--- config.mk ---
export PLATFORM = sky130hd
export DESIGN_NAME = eaf_top
export DESIGN_NICKNAME = d
export VERILOG_FILES = /design/src/design/eaf_pkg.sv /design/src/design/eaf_top.sv /design/src/design/eaf_rate_gen.sv /design/src/design/eaf_pulse_div.sv
export VERILOG_INCLUDE_DIRS = /design/src /design/src/design
export SDC_FILE = /design/constraint.sdc
export NUM_CORES = 1
export LEC_CHECK = 0
export ABC_AREA = 1
export BUFFER_PORTS_ARGS = -buffer_cell sky130_fd_sc_hd__buf_2
export CAP_MARGIN = 10
export CORE_ASPECT_RATIO = 0.8
export CORE_UTILIZATION = 34
export DETAILED_ROUTE_END_ITERATION = 6
export HOLD_SLACK_MARGIN = 0.15
export PLACE_DENSITY_LB_ADDON = 0.15
export SYNTH_ARGS = -nofsm -noshare
export SYNTH_HDL_FRONTEND = slang
export SYNTH_SLANG_ARGS = --single-unit
--- constraint.sdc ---
create_clock -name mclk -period 6.14 [get_ports mclk]
set_input_delay 0 -clock mclk [delete_from_list [all_inputs] [get_ports mclk]]
set_output_delay 0 -clock mclk [all_outputs]
set_load 0.005 [all_outputs]
--- src/design/eaf_defs.svh ---
`ifndef EAF_DEFS_SVH
`define EAF_DEFS_SVH
// master clocks per accumulator update, as last prescaler count
`define EAF_UPD_LAST     2'd3
// pulse divider reset value
`define EAF_PDIV_RST     12'h03f
// fraction bits carried for the offset trim (16 trim lsb = 1 sample lsb)
`define EAF_FRAC_BITS    4
// waveform sample masks in update ticks: 32, 64, 128, 256 updates
`define EAF_WAV_MASK0    8'h1f
`define EAF_WAV_MASK1    8'h3f
`define EAF_WAV_MASK2    8'h7f
`define EAF_WAV_MASK3    8'hff
// waveform source code selecting active power
`define EAF_SRC_POWER    2'h0
`endif

--- src/design/eaf_pkg.sv ---
package eaf_pkg;
  typedef enum logic [0:0] {EAF_CF_IDLE, EAF_CF_HIGH} eaf_cf_state_t;

  typedef struct packed {
    logic [1:0]  pre;
    logic [7:0]  wcnt;
    logic        upd;
    logic        smp;
  } eaf_rate_st_t;

  typedef struct packed {
    eaf_cf_state_t st;
    logic [11:0]   cnt;
    logic [1:0]    hcnt;
    logic          out;
  } eaf_cf_st_t;

  typedef struct packed {
    logic [43:0] energy;
    logic [27:0] freq;
    logic [11:0] offset;
    logic [11:0] pdiv;
    logic        hf_flag;
    logic        ovf_flag;
    logic        in_half;
    logic        msb_rise;
    logic [23:0] wave;
    logic        smp_pend;
    logic        irq_oe_n;
    logic        irq_out;
  } eaf_main_st_t;
endpackage

--- src/design/eaf_top.sv ---
`timescale 1ns/10ps
`include "eaf_defs.svh"
module eaf_top
  import eaf_pkg::*;
(
  // clock and reset
  input  wire logic               mclk,
  input  wire logic               arst_n,
  // active power from the low-pass stage
  input  wire logic signed [19:0] power_lowpass,
  // host register writes
  input  wire logic               wr_offset_trim,
  input  wire logic               wr_pulse_divider,
  input  wire logic [11:0]        wr_data,
  // mode and interrupt enable bits
  input  wire logic [1:0]         waveform_src_sel,
  input  wire logic [1:0]         waveform_rate_select,
  input  wire logic               sample_ready_enable,
  input  wire logic               half_full_enable,
  input  wire logic               overflow_enable,
  // status clears and sample acknowledge
  input  wire logic               clear_half_full,
  input  wire logic               clear_overflow,
  input  wire logic               sample_ack,
  // register readback
  output logic [39:0]             energy_total,
  output logic [11:0]             power_offset_trim,
  output logic [11:0]             pulse_rate_divider,
  output logic [23:0]             waveform_sample,
  output logic                    half_full_flag,
  output logic                    overflow_flag,
  output logic                    sample_pending,
  // open-drain interrupt request and calibration pulse
  output logic                    irq_out,
  output logic                    irq_oe_n,
  output logic                    calibration_pulse_out
);
  localparam eaf_main_st_t MAIN_RST = '{pdiv: `EAF_PDIV_RST, irq_oe_n: 1'b1, default: '0};

  eaf_main_st_t s;
  eaf_main_st_t next_s;
  logic         upd_tick;
  logic         smp_tick;
  logic [23:0]  power_corr;
  logic [43:0]  energy_sum;
  logic         half_now;
  logic         ovf_now;

  // power scaled to trim resolution plus signed trim
  function automatic logic [23:0] trim_power(input logic [19:0] p, input logic [11:0] off);
    trim_power = {p, 4'h0} + {{12{off[11]}}, off};
  endfunction

  // update and sample enables
  eaf_rate_gen u_rate (
    .mclk     (mclk),
    .arst_n   (arst_n),
    .rate_sel (waveform_rate_select),
    .upd_tick (upd_tick),
    .smp_tick (smp_tick)
  );

  // divided calibration pulse
  eaf_pulse_div u_cf (
    .mclk      (mclk),
    .arst_n    (arst_n),
    .msb_rise  (s.msb_rise),
    .div_val   (s.pdiv),
    .pulse_out (calibration_pulse_out)
  );

  // corrected power and accumulator events
  assign power_corr = trim_power(power_lowpass, s.offset);
  assign energy_sum = s.energy + {{20{power_corr[23]}}, power_corr};
  assign half_now = energy_sum[43] ^ energy_sum[42];
  assign ovf_now = (~s.energy[43] & ~power_corr[23] & energy_sum[43]) |
                   (s.energy[43] & power_corr[23] & ~energy_sum[43]);

  // accumulators, flags, waveform and host writes
  always_comb begin
    next_s = s;
    next_s.msb_rise = 1'b0;
    if (upd_tick) begin
      // natural two's complement wrap gives the roll-over
      next_s.energy = energy_sum;
      next_s.freq = s.freq + {{4{power_corr[23]}}, power_corr};
      next_s.msb_rise = ~s.freq[27] & next_s.freq[27];
    end
    // clears first so a same-cycle event wins
    if (clear_half_full) begin
      next_s.hf_flag = 1'b0;
    end
    if (clear_overflow) begin
      next_s.ovf_flag = 1'b0;
    end
    if (sample_ack) begin
      next_s.smp_pend = 1'b0;
    end
    if (upd_tick) begin
      next_s.in_half = half_now;
      if (half_now && !s.in_half) begin
        next_s.hf_flag = 1'b1;
      end
      if (ovf_now) begin
        next_s.ovf_flag = 1'b1;
      end
    end
    // waveform load of active power, right-justified and sign-extended
    if (smp_tick && waveform_src_sel == `EAF_SRC_POWER && sample_ready_enable) begin
      next_s.wave = {{4{power_corr[23]}}, power_corr[23:4]};
      next_s.smp_pend = 1'b1;
    end
    if (wr_offset_trim) begin
      next_s.offset = wr_data;
    end
    if (wr_pulse_divider) begin
      next_s.pdiv = wr_data;
    end
    // open-drain request: enable low pulls the line low
    next_s.irq_out = 1'b0;
    next_s.irq_oe_n = ~((next_s.hf_flag & half_full_enable) |
                        (next_s.ovf_flag & overflow_enable) |
                        next_s.smp_pend);
  end

  // state register
  always_ff @(posedge mclk or negedge arst_n) begin
    if (!arst_n) begin
      s <= MAIN_RST;
    end else begin
      s <= next_s;
    end
  end

  // outputs straight from state
  assign energy_total = s.energy[43:4];
  assign power_offset_trim = s.offset;
  assign pulse_rate_divider = s.pdiv;
  assign waveform_sample = s.wave;
  assign half_full_flag = s.hf_flag;
  assign overflow_flag = s.ovf_flag;
  assign sample_pending = s.smp_pend;
  assign irq_out = s.irq_out;
  assign irq_oe_n = s.irq_oe_n;

  // checks
  a_energy_step: assert property (@(posedge mclk) disable iff (!arst_n)
    upd_tick |=> s.energy == $past(s.energy) + {{20{$past(power_corr[23])}}, $past(power_corr)})
    else $error("energy step not the signed power sample");
  a_energy_hold: assert property (@(posedge mclk) disable iff (!arst_n)
    !upd_tick |=> $stable(s.energy) && $stable(s.freq))
    else $error("accumulator moved between updates");
  a_neg_lowers: assert property (@(posedge mclk) disable iff (!arst_n)
    (upd_tick && power_corr[23] && !ovf_now) |=> $signed(s.energy) < $signed($past(s.energy)))
    else $error("negative power did not lower energy");
  a_wrap_flag: assert property (@(posedge mclk) disable iff (!arst_n)
    (upd_tick && ovf_now) |=> s.ovf_flag && (s.energy[43] != $past(s.energy[43])))
    else $error("wrap not flagged");
  a_half_flag: assert property (@(posedge mclk) disable iff (!arst_n)
    (upd_tick && half_now && !s.in_half) |=> s.hf_flag)
    else $error("half-full crossing not flagged");
  a_irq_half: assert property (@(posedge mclk) disable iff (!arst_n)
    (s.hf_flag && $past(half_full_enable)) |-> !s.irq_oe_n)
    else $error("half-full cause not driving request");
  a_irq_wrap: assert property (@(posedge mclk) disable iff (!arst_n)
    (s.ovf_flag && $past(overflow_enable)) |-> !s.irq_oe_n)
    else $error("wrap cause not driving request");
  a_irq_sample: assert property (@(posedge mclk) disable iff (!arst_n)
    s.smp_pend |-> !s.irq_oe_n && !s.irq_out)
    else $error("pending sample without interrupt request");
  a_wave_load: assert property (@(posedge mclk) disable iff (!arst_n)
    (smp_tick && waveform_src_sel == `EAF_SRC_POWER && sample_ready_enable) |=>
      s.wave == {{4{$past(power_corr[23])}}, $past(power_corr[23:4])} && s.smp_pend)
    else $error("waveform sample not loaded");
  a_offset_write: assert property (@(posedge mclk) disable iff (!arst_n)
    (wr_offset_trim && upd_tick) |=> s.offset == $past(wr_data)
      && s.energy == $past(s.energy) + {{20{$past(power_corr[23])}}, $past(power_corr)})
    else $error("offset trim write lost");
  a_msb_rise: assert property (@(posedge mclk) disable iff (!arst_n)
    (upd_tick && !s.freq[27] && next_s.freq[27]) |=> s.msb_rise ##1 !s.msb_rise)
    else $error("msb rise not forwarded");
  a_div_reset: assert property (@(posedge mclk)
    $rose(arst_n) |-> s.pdiv == `EAF_PDIV_RST)
    else $error("divider reset value wrong");
  a_energy_rise: assert property (@(posedge mclk) disable iff (!arst_n)
    (upd_tick && !power_corr[23] && power_corr != 24'h000000 && !ovf_now) |=>
      $signed(s.energy) > $signed($past(s.energy)))
    else $error("positive power did not raise energy");
  a_energy_zero: assert property (@(posedge mclk) disable iff (!arst_n)
    (upd_tick && power_corr == 24'h000000) |=> $stable(s.energy))
    else $error("energy moved at zero power");

  // register port checks
  a_trim_load: assert property (@(posedge mclk) disable iff (!arst_n)
    wr_offset_trim |=> s.offset == $past(wr_data))
    else $error("offset trim write not taken");
  a_trim_hold: assert property (@(posedge mclk) disable iff (!arst_n)
    !wr_offset_trim |=> $stable(s.offset))
    else $error("offset trim changed without a write");
  a_div_load: assert property (@(posedge mclk) disable iff (!arst_n)
    wr_pulse_divider |=> s.pdiv == $past(wr_data))
    else $error("divider write not taken");
  a_div_hold: assert property (@(posedge mclk) disable iff (!arst_n)
    !wr_pulse_divider |=> $stable(s.pdiv))
    else $error("divider changed without a write");
  a_trim_scale: assert property (@(posedge mclk) disable iff (!arst_n)
    power_corr[3:0] == s.offset[3:0])
    else $error("offset trim not at one sixteenth resolution");

  // frequency accumulator and pulse checks
  a_freq_step: assert property (@(posedge mclk) disable iff (!arst_n)
    upd_tick |=> s.freq == $past(s.freq) + {{4{$past(power_corr[23])}}, $past(power_corr)})
    else $error("frequency step not the signed power sample");
  a_msb_quiet: assert property (@(posedge mclk) disable iff (!arst_n)
    !upd_tick |=> !s.msb_rise)
    else $error("msb rise outside an update");
  a_msb_edge: assert property (@(posedge mclk) disable iff (!arst_n)
    s.msb_rise |-> s.freq[27] && !$past(s.freq[27]))
    else $error("msb rise without a zero to one change");
  a_cf_cause: assert property (@(posedge mclk) disable iff (!arst_n)
    $rose(calibration_pulse_out) |-> $past(s.msb_rise))
    else $error("calibration pulse without msb rise");
  a_cf_quiet: assert property (@(posedge mclk) disable iff (!arst_n)
    (!s.msb_rise && !calibration_pulse_out) |=> !calibration_pulse_out)
    else $error("calibration pulse from idle without cause");

  // energy event checks
  a_in_half: assert property (@(posedge mclk) disable iff (!arst_n)
    upd_tick |=> s.in_half == $past(half_now))
    else $error("half-full region not tracked");
  a_hf_cause: assert property (@(posedge mclk) disable iff (!arst_n)
    $rose(s.hf_flag) |-> $past(upd_tick) && $past(half_now))
    else $error("half-full flag without crossing");
  a_hf_sticky: assert property (@(posedge mclk) disable iff (!arst_n)
    (s.hf_flag && !clear_half_full) |=> s.hf_flag)
    else $error("half-full flag dropped without clear");
  a_hf_clear: assert property (@(posedge mclk) disable iff (!arst_n)
    (clear_half_full && !upd_tick) |=> !s.hf_flag)
    else $error("half-full flag not cleared");
  a_ovf_cause: assert property (@(posedge mclk) disable iff (!arst_n)
    $rose(s.ovf_flag) |-> $past(upd_tick) && $past(ovf_now))
    else $error("wrap flag without wrap");
  a_ovf_sticky: assert property (@(posedge mclk) disable iff (!arst_n)
    (s.ovf_flag && !clear_overflow) |=> s.ovf_flag)
    else $error("wrap flag dropped without clear");
  a_ovf_clear: assert property (@(posedge mclk) disable iff (!arst_n)
    (clear_overflow && !upd_tick) |=> !s.ovf_flag)
    else $error("wrap flag not cleared");

  // waveform and interrupt checks
  a_wave_sext: assert property (@(posedge mclk) disable iff (!arst_n)
    s.wave[23:20] == {4{s.wave[19]}})
    else $error("waveform sample not sign-extended");
  a_wave_hold: assert property (@(posedge mclk) disable iff (!arst_n)
    !smp_tick |=> $stable(s.wave))
    else $error("waveform changed off the sample tick");
  a_wave_src: assert property (@(posedge mclk) disable iff (!arst_n)
    (smp_tick && waveform_src_sel != `EAF_SRC_POWER) |=> $stable(s.wave))
    else $error("waveform loaded for another source");
  a_wave_gate: assert property (@(posedge mclk) disable iff (!arst_n)
    (smp_tick && !sample_ready_enable) |=> $stable(s.wave))
    else $error("waveform loaded while disabled");
  a_smp_cause: assert property (@(posedge mclk) disable iff (!arst_n)
    $rose(s.smp_pend) |-> $past(smp_tick) && $past(sample_ready_enable))
    else $error("sample pending without a load");
  a_pend_hold: assert property (@(posedge mclk) disable iff (!arst_n)
    (s.smp_pend && !sample_ack) |=> s.smp_pend)
    else $error("sample pending dropped without ack");
  a_pend_clear: assert property (@(posedge mclk) disable iff (!arst_n)
    (sample_ack && !smp_tick) |=> !s.smp_pend)
    else $error("sample pending not cleared by ack");
  a_irq_idle: assert property (@(posedge mclk) disable iff (!arst_n)
    (!s.hf_flag && !s.ovf_flag && !s.smp_pend) |-> s.irq_oe_n)
    else $error("interrupt request without cause");
  a_irq_low: assert property (@(posedge mclk) disable iff (!arst_n)
    !s.irq_out)
    else $error("interrupt line driven high");
  c_overflow: cover property (@(posedge mclk) disable iff (!arst_n) $rose(s.ovf_flag));
  c_half: cover property (@(posedge mclk) disable iff (!arst_n) $rose(s.hf_flag));
  c_sample: cover property (@(posedge mclk) disable iff (!arst_n) $rose(s.smp_pend));
  c_set_clear: cover property (@(posedge mclk) disable iff (!arst_n)
    clear_half_full && upd_tick && half_now && !s.in_half);
endmodule

--- src/design/eaf_rate_gen.sv ---
`timescale 1ns/10ps
`include "eaf_defs.svh"
module eaf_rate_gen
  import eaf_pkg::*;
(
  // clock and reset
  input  wire logic       mclk,
  input  wire logic       arst_n,
  // rate choice
  input  wire logic [1:0] rate_sel,
  // enables
  output logic            upd_tick,
  output logic            smp_tick
);
  eaf_rate_st_t s;
  eaf_rate_st_t next_s;

  // sample interval mask in update ticks
  function automatic logic [7:0] wav_mask(input logic [1:0] sel);
    case (sel)
      2'h0:    wav_mask = `EAF_WAV_MASK0;
      2'h1:    wav_mask = `EAF_WAV_MASK1;
      2'h2:    wav_mask = `EAF_WAV_MASK2;
      default: wav_mask = `EAF_WAV_MASK3;
    endcase
  endfunction

  // prescaler and sample counter
  always_comb begin
    next_s = s;
    next_s.pre = s.pre + 2'd1;
    next_s.upd = (s.pre == `EAF_UPD_LAST);
    next_s.smp = 1'b0;
    if (s.pre == `EAF_UPD_LAST) begin
      next_s.wcnt = s.wcnt + 8'd1;
      next_s.smp = ((s.wcnt & wav_mask(rate_sel)) == 8'h00);
    end
  end

  // state register
  always_ff @(posedge mclk or negedge arst_n) begin
    if (!arst_n) begin
      s <= '0;
    end else begin
      s <= next_s;
    end
  end

  assign upd_tick = s.upd;
  assign smp_tick = s.smp;

  a_upd_spacing: assert property (@(posedge mclk) disable iff (!arst_n)
    s.upd |=> !s.upd [*3] ##1 s.upd)
    else $error("update tick spacing not four clocks");
  a_smp_on_upd: assert property (@(posedge mclk) disable iff (!arst_n)
    s.smp |-> s.upd)
    else $error("sample tick off the update grid");
endmodule

--- src/design/eaf_pulse_div.sv ---
`timescale 1ns/10ps
`include "eaf_defs.svh"
module eaf_pulse_div
  import eaf_pkg::*;
(
  // clock and reset
  input  wire logic        mclk,
  input  wire logic        arst_n,
  // pulse source and ratio
  input  wire logic        msb_rise,
  input  wire logic [11:0] div_val,
  // divided pulse
  output logic             pulse_out
);
  eaf_cf_st_t s;
  eaf_cf_st_t next_s;

  // count accumulator msb rises, emit one update-long pulse
  always_comb begin
    next_s = s;
    case (s.st)
      EAF_CF_IDLE: begin
        if (msb_rise) begin
          // a divider written below the running count fires on the next rise
          if (s.cnt >= div_val) begin
            next_s.cnt = 12'h000;
            next_s.st = EAF_CF_HIGH;
            next_s.out = 1'b1;
            next_s.hcnt = 2'd0;
          end else begin
            next_s.cnt = s.cnt + 12'd1;
          end
        end
      end
      EAF_CF_HIGH: begin
        next_s.hcnt = s.hcnt + 2'd1;
        if (s.hcnt == `EAF_UPD_LAST) begin
          next_s.st = EAF_CF_IDLE;
          next_s.out = 1'b0;
        end
      end
      default: begin
        next_s = '0;
      end
    endcase
  end

  // state register
  always_ff @(posedge mclk or negedge arst_n) begin
    if (!arst_n) begin
      s <= '0;
    end else begin
      s <= next_s;
    end
  end

  assign pulse_out = s.out;

  a_pulse_width: assert property (@(posedge mclk) disable iff (!arst_n)
    $rose(s.out) |-> s.out [*4] ##1 !s.out)
    else $error("calibration pulse not one update long");
  a_div_fire: assert property (@(posedge mclk) disable iff (!arst_n)
    (s.st == EAF_CF_IDLE && msb_rise && s.cnt >= div_val) |=> $rose(s.out))
    else $error("pulse missing at divider terminal count");
  a_div_count: assert property (@(posedge mclk) disable iff (!arst_n)
    (s.st == EAF_CF_IDLE && msb_rise && s.cnt < div_val) |=> !s.out && s.cnt == $past(s.cnt) + 12'd1)
    else $error("divider miscounted");
  c_pulse: cover property (@(posedge mclk) disable iff (!arst_n) $rose(s.out));
endmodule

# Yosys cells after proc, flatten, opt, wreduce, memory -nomap -nowiden
# Index checks and enable logic that the tools add are counted.
dict set report totals {
  register_bits 150
  latchBits 0
  ram_bits 0
  mem_bits_ro 0
  input_bits 46
  output_inout_bits 94
  word_cells 81
  memories 0
}
dict set report op_classes {
  add_sub_neg 7
  multipliers 0
  n_div 0
  order_cmp 1
  eq_ne 7
  shift 0
  mux 19
  bitwise_logic 18
  reduce_logical 10
}
# cell count
set op_table {}
lappend op_table {{44-bit adder} 1}
lappend op_table {{28-bit adder} 1}
lappend op_table {{24-bit adder} 1}
lappend op_table {{8-bit case mux with 3 select lines} 1}
lappend op_table {{16-bit two-way mux} 1}
lappend op_table {{12-bit by 1-bit adder with 12-bit output, second input constant} 1}
lappend op_table {{12-bit >= comparator} 1}
lappend op_table {{12-bit two-way mux} 1}
lappend op_table {{1-bit two-way mux} 11}
lappend op_table {{8-bit by 1-bit adder with 8-bit output, second input constant} 1}
lappend op_table {{8-bit AND} 1}
lappend op_table {{8-bit zero test} 1}
lappend op_table {{8-bit two-way mux} 1}
lappend op_table {{1-bit AND} 7}
lappend op_table {{2-bit == test, second input constant} 3}
lappend op_table {{3-bit two-way mux} 2}
lappend op_table {{1-bit inverter} 6}
lappend op_table {{3-bit case mux with 2 select lines} 1}
lappend op_table {{2-bit by 1-bit adder with 2-bit output, second input constant} 2}
lappend op_table {{2-bit zero test} 2}
lappend op_table {{2-bit != test, second input constant} 2}
lappend op_table {{2-bit AND reduction} 2}
lappend op_table {{1-bit logical AND} 3}
lappend op_table {{1-bit OR} 3}
lappend op_table {{6 further kinds} 6}

# Longest topological paths before layout
dict set report logic_depth {
  depth_word 11
  depth_mapped 27
  depth_no_buf 27
}

# Cells and area by module
# A second synthesis with hierarchy kept.
dict set report unflattened {
  cells_unflattened 1710
  area_unflattened_um2 12346.8
}
# mod instances cells_each area_per_inst_um2 seq_area_each_um2
set modules_own_cells {}
lappend modules_own_cells {eaf_top 1 1491 10610.2 3061.7}
lappend modules_own_cells {eaf_pulse_div 1 157 1181.1 400.4}
lappend modules_own_cells {eaf_rate_gen 1 62 555.5 300.3}

# Worst setup path before layout
# Ideal clock, no wire load.
dict set report synth_path {
  path_kind {flip-flop to flip-flop}
  start {reg s (netlist bit power_offset_trim[11])}
  end {reg s (netlist bit irq_oe_n)}
  setup_ps 76
  t_arrival_ps 4314
  required_ps 6064
  path_slack_ps 1750
  stages_incl_launch_ff 21
  n_path_buf 0
  synth_period_minus_slack_ps 4390
  path_cell_list {dfrtp_1 > ha_1 > a21oi_1 > o21a_1 > nand2_1 > nand2_1 > nand3_2 > xnor2_1 > ha_1 > nand2_1 > inv_1 > a21oi_1 > nand2_1 > a21oi_1 > nand3_1 > nand2_1 > nand3_1 > nand2_1 > nand3_2 > a21oi_1 > nor2_1}
}
# item line_no
set synth_lines {}
lappend synth_lines {{start, declared} eaf_top.sv:40} ;# eaf_main_st_t s;
lappend synth_lines {{start signal, assigned} eaf_top.sv:131} ;# s <= next_s;

==> flow_summary.json <==
{
  "min_period_ns": 5.73,
  "grt_max_degree": 100,
  "cts-root-buf": "clkbuf_16",
  "worst_slew_margin_rel": 0.330,
  "avgViaCountPerCell": 4.79,
  "rrSetupSlack_ns": 0.41,
  "cts_max_level": 4,
  "die-area_sq_mm": 0.0365,
  "grt_pass1_wl_microns": 57300,
  "clockBufferDepth": 2,
  "slowest_stage": "dlygate4sd3_1",
  "crit_start": "power_offset_trim[11]",
  "drive_above_1_share": 0.148,
  "cp_common_cell": "nand2_1",
  "setup_viol": 0,
  "ys_seq_area_frac": 0.309,
  "yosys-top-cells-count": "nand2_1, inv_1, dfrtp_1",
  "synth_top_area_cell": "dfrtp_1",
  "holdWs_ns": 0.167,
  "power_mw": 7.22,
  "rr_endpoint": "irq_oe_n",
  "synth_area_leaders": "dfrtp_1, nand2_1, ha_1, buf_4, inv_1",
  "worst_ep_required_time_ns": 6.51,
  "num_antenna_cells": 0,
  "max_cap_violations": 0,
  "initial_core_util": 0.348,
  "setup_ws_ns": 0.406,
  "leakage_nw": 7.07,
  "drt_iter0_markers": 785,
  "clock_skew_ns": 0.0204,
  "rows": 61,
  "route.detailed.drc": 0,
  "critPathMaxFanout": 26,
  "routed-via-count": 10800,
  "gp_congestion": 0.897,
  "place_hpwl_microns": 28000,
  "hold_viol": 0,
  "fmax_mhz": 174,
  "endpoint_kind": "flip-flop",
  "async_reset_ff_frac": 1.00,
  "reg2regPathDepth": 28,
  "dp_slack_ns": 1.68,
  "peakVddDrop_mv": 0.217,
  "synth_flop_cell": "dfrtp_1",
  "area_growth_pct": 14.4,
  "final_util": 0.398,
  "numCtsBuffers": 17,
  "critPathCapture": "irq_oe_n",
  "drt_wl_total_microns": 36400,
  "yosysMostFrequentCell": "nand2_1",
  "cts_tree": "yes",
  "max_slew.worst_pin.slew_ns": 1.01,
  "post_cts_buffers": 0,
  "slew_violations": 0,
  "clk_pin_slew_ns": 0.07,
  "first_global_vias": 10300,
  "hp-class": "primary input to flip-flop",
  "die_x_microns": 213,
  "synth_edf_count": 0,
  "wl_per_cell_microns": 16.1,
  "synthesis.area_sq_mm": 0.0122,
  "synth_warnings": 0,
  "status": "finished, final reports clean",
  "port_buffers": 138,
  "grtUsageTotal": 0.206,
  "clkLatencyLatePin_ns": 0.46,
  "fillers": 3729,
  "critPathKind": "flip-flop to flip-flop",
  "ant_nets": 0,
  "r2r-start": "power_offset_trim[11]",
  "io_pins": 140,
  "stdcell_count": 2261,
  "dr.pass1.iters": 5,
  "syn_nets": 1824,
  "synth.top_cell.area_share": 0.294,
  "nets": 1933,
  "postSynthCellCount": 1667,
  "design.core.area_sq_mm": 0.0350,
  "p_per_area_mw_per_mm2": 519,
  "hold_start": "power_lowpass[14]",
  "antenna_found_initial": 0,
  "startpoint_type": "flip-flop",
  "syn_area_per_cell_sq_um": 7.30,
  "ys_ff_latch": 150,
  "dpl.cell_count": 2176,
  "cts_sinks": 150,
  "yosysUniqueCellTypes": 57,
  "overflow": 0,
  "slowest_delay_ns": 0.56,
  "die_y_microns": 171,
  "fin_crit_sh": 0.934,
  "critPathArrivalTime_ns": 6.11
}
[metal layers]
layer	wire length (microns)	vias up	global-route usage
li1	-	5594	-
met1	20000	5019	0.322
met2	14400	200	0.288
met3	1650	25	0.0385
met4	349	0	0.0444
met5	0	-	0
[worst min path at each step]
stage	endpoint	slack, ns	depth (start not counted)
final	waveform_sample[14]	0.17	5
after global routing	waveform_sample[14]	0.18	5
after CTS	waveform_sample[13]	0.17	6
after detailed placement	u_rate.smp_tick	0.18	2
after global placement	u_rate.smp_tick	0.17	2
after floorplan	energy_total[0]	-0.30	0
[final cells by class]
| cell class | count | area [sq um] | area share |
|---|---|---|---|
| Clock buffer | 18 | 429 | 0.0308 |
| Timing Repair Buffer | 201 | 1320 | 0.0945 |
| Clock inverter | 14 | 116 | 0.00836 |
| Tap cell | 472 | 591 | 0.0424 |
| Inverter | 181 | 679 | 0.0488 |
| Sequential cell | 150 | 3760 | 0.271 |
| Multi-Input combinational cell | 1225 | 7020 | 0.504 |
[critical path: cells and delay by family (launching register included)]
family,cells,cell delay [ns]
buffers and inverters,6,2.04
AND/OR/NAND/NOR,17,1.65
adder cells (fa/ha/maj),2,0.83
flip-flops,1,0.53
AO/OA/AOI/OAI,2,0.39
XOR/XNOR,1,0.18
[per-stage QoR]
stage,area [sq um],setup TNS [ns]
floorplan,12200,0
global placement,12800,0
detailed placement,12800,0
CTS,13900,0
global route,13900,-0.00919
finish,13900,0
[cell usage in the layout, fill, tap and decap left out, types with 7 or more instances in the layout]
master / instances
nor2_2: 7
a21o_1: 7
a31oi_1: 10
buf_2: 137
dlygate4sd3_1: 53
nand3_1: 65
nand4_1: 22
xnor2_1: 31
xor2_1: 29
nand3b_1: 7
nand2_1: 468
o21ai_2: 10
nor4_1: 8
nor3_1: 12
mux2_2: 11
ha_1: 108
nor2_1: 123
o21ai_0: 103
o211ai_1: 8
clkbuf_16: 17
dfstp_2: 7
o21ai_1: 7
buf_4: 9
nand2_2: 10
dfrtp_1: 142
o21bai_1: 12
inv_1: 176
a21oi_1: 89
[kinds of logic (layout without fill, tap and decap cells)]
family,count (synthesis),after routing,synth area share
and+or+nand+nor,758,758,0.266
buffers and inverters,292,414,0.118
AOI/OAI and AO/OA,279,279,0.133
DFF,150,150,0.309
adders and majority gates,111,111,0.116
xor gates and xnor gates,65,65,0.0474
muxes,11,11,0.0102
other,1,1,0.000308
[where the power goes]
part	internal (mW)	leakage [nW]	total, mW	switching (mW)
combinational	1.72	4.99	4.67	2.95
clock	0.526	0.255	1.01	0.486
sequential	1.28	1.83	1.53	0.247
total	3.53	7.07	7.22	3.68
[what timing repair did]
| action | 4_1_cts | 5_1_grt |
|---|---|---|
| hold endpoints to repair | 143 | 0 |
| endpoints found under the setup margin | 0 | 1 |
| hold buffers | 53 | 0 |
| resized for setup | 0 | 11 |
[registers in the layout, summed over array words and instances (netlist names), 10 cells and up]
name,flops
s,34
pulse_rate_divider,12
u_rate.s,10
energy_total,40
power_offset_trim,12
u_cf.s,15
waveform_sample,20
(Power assumes the default switching activity.)
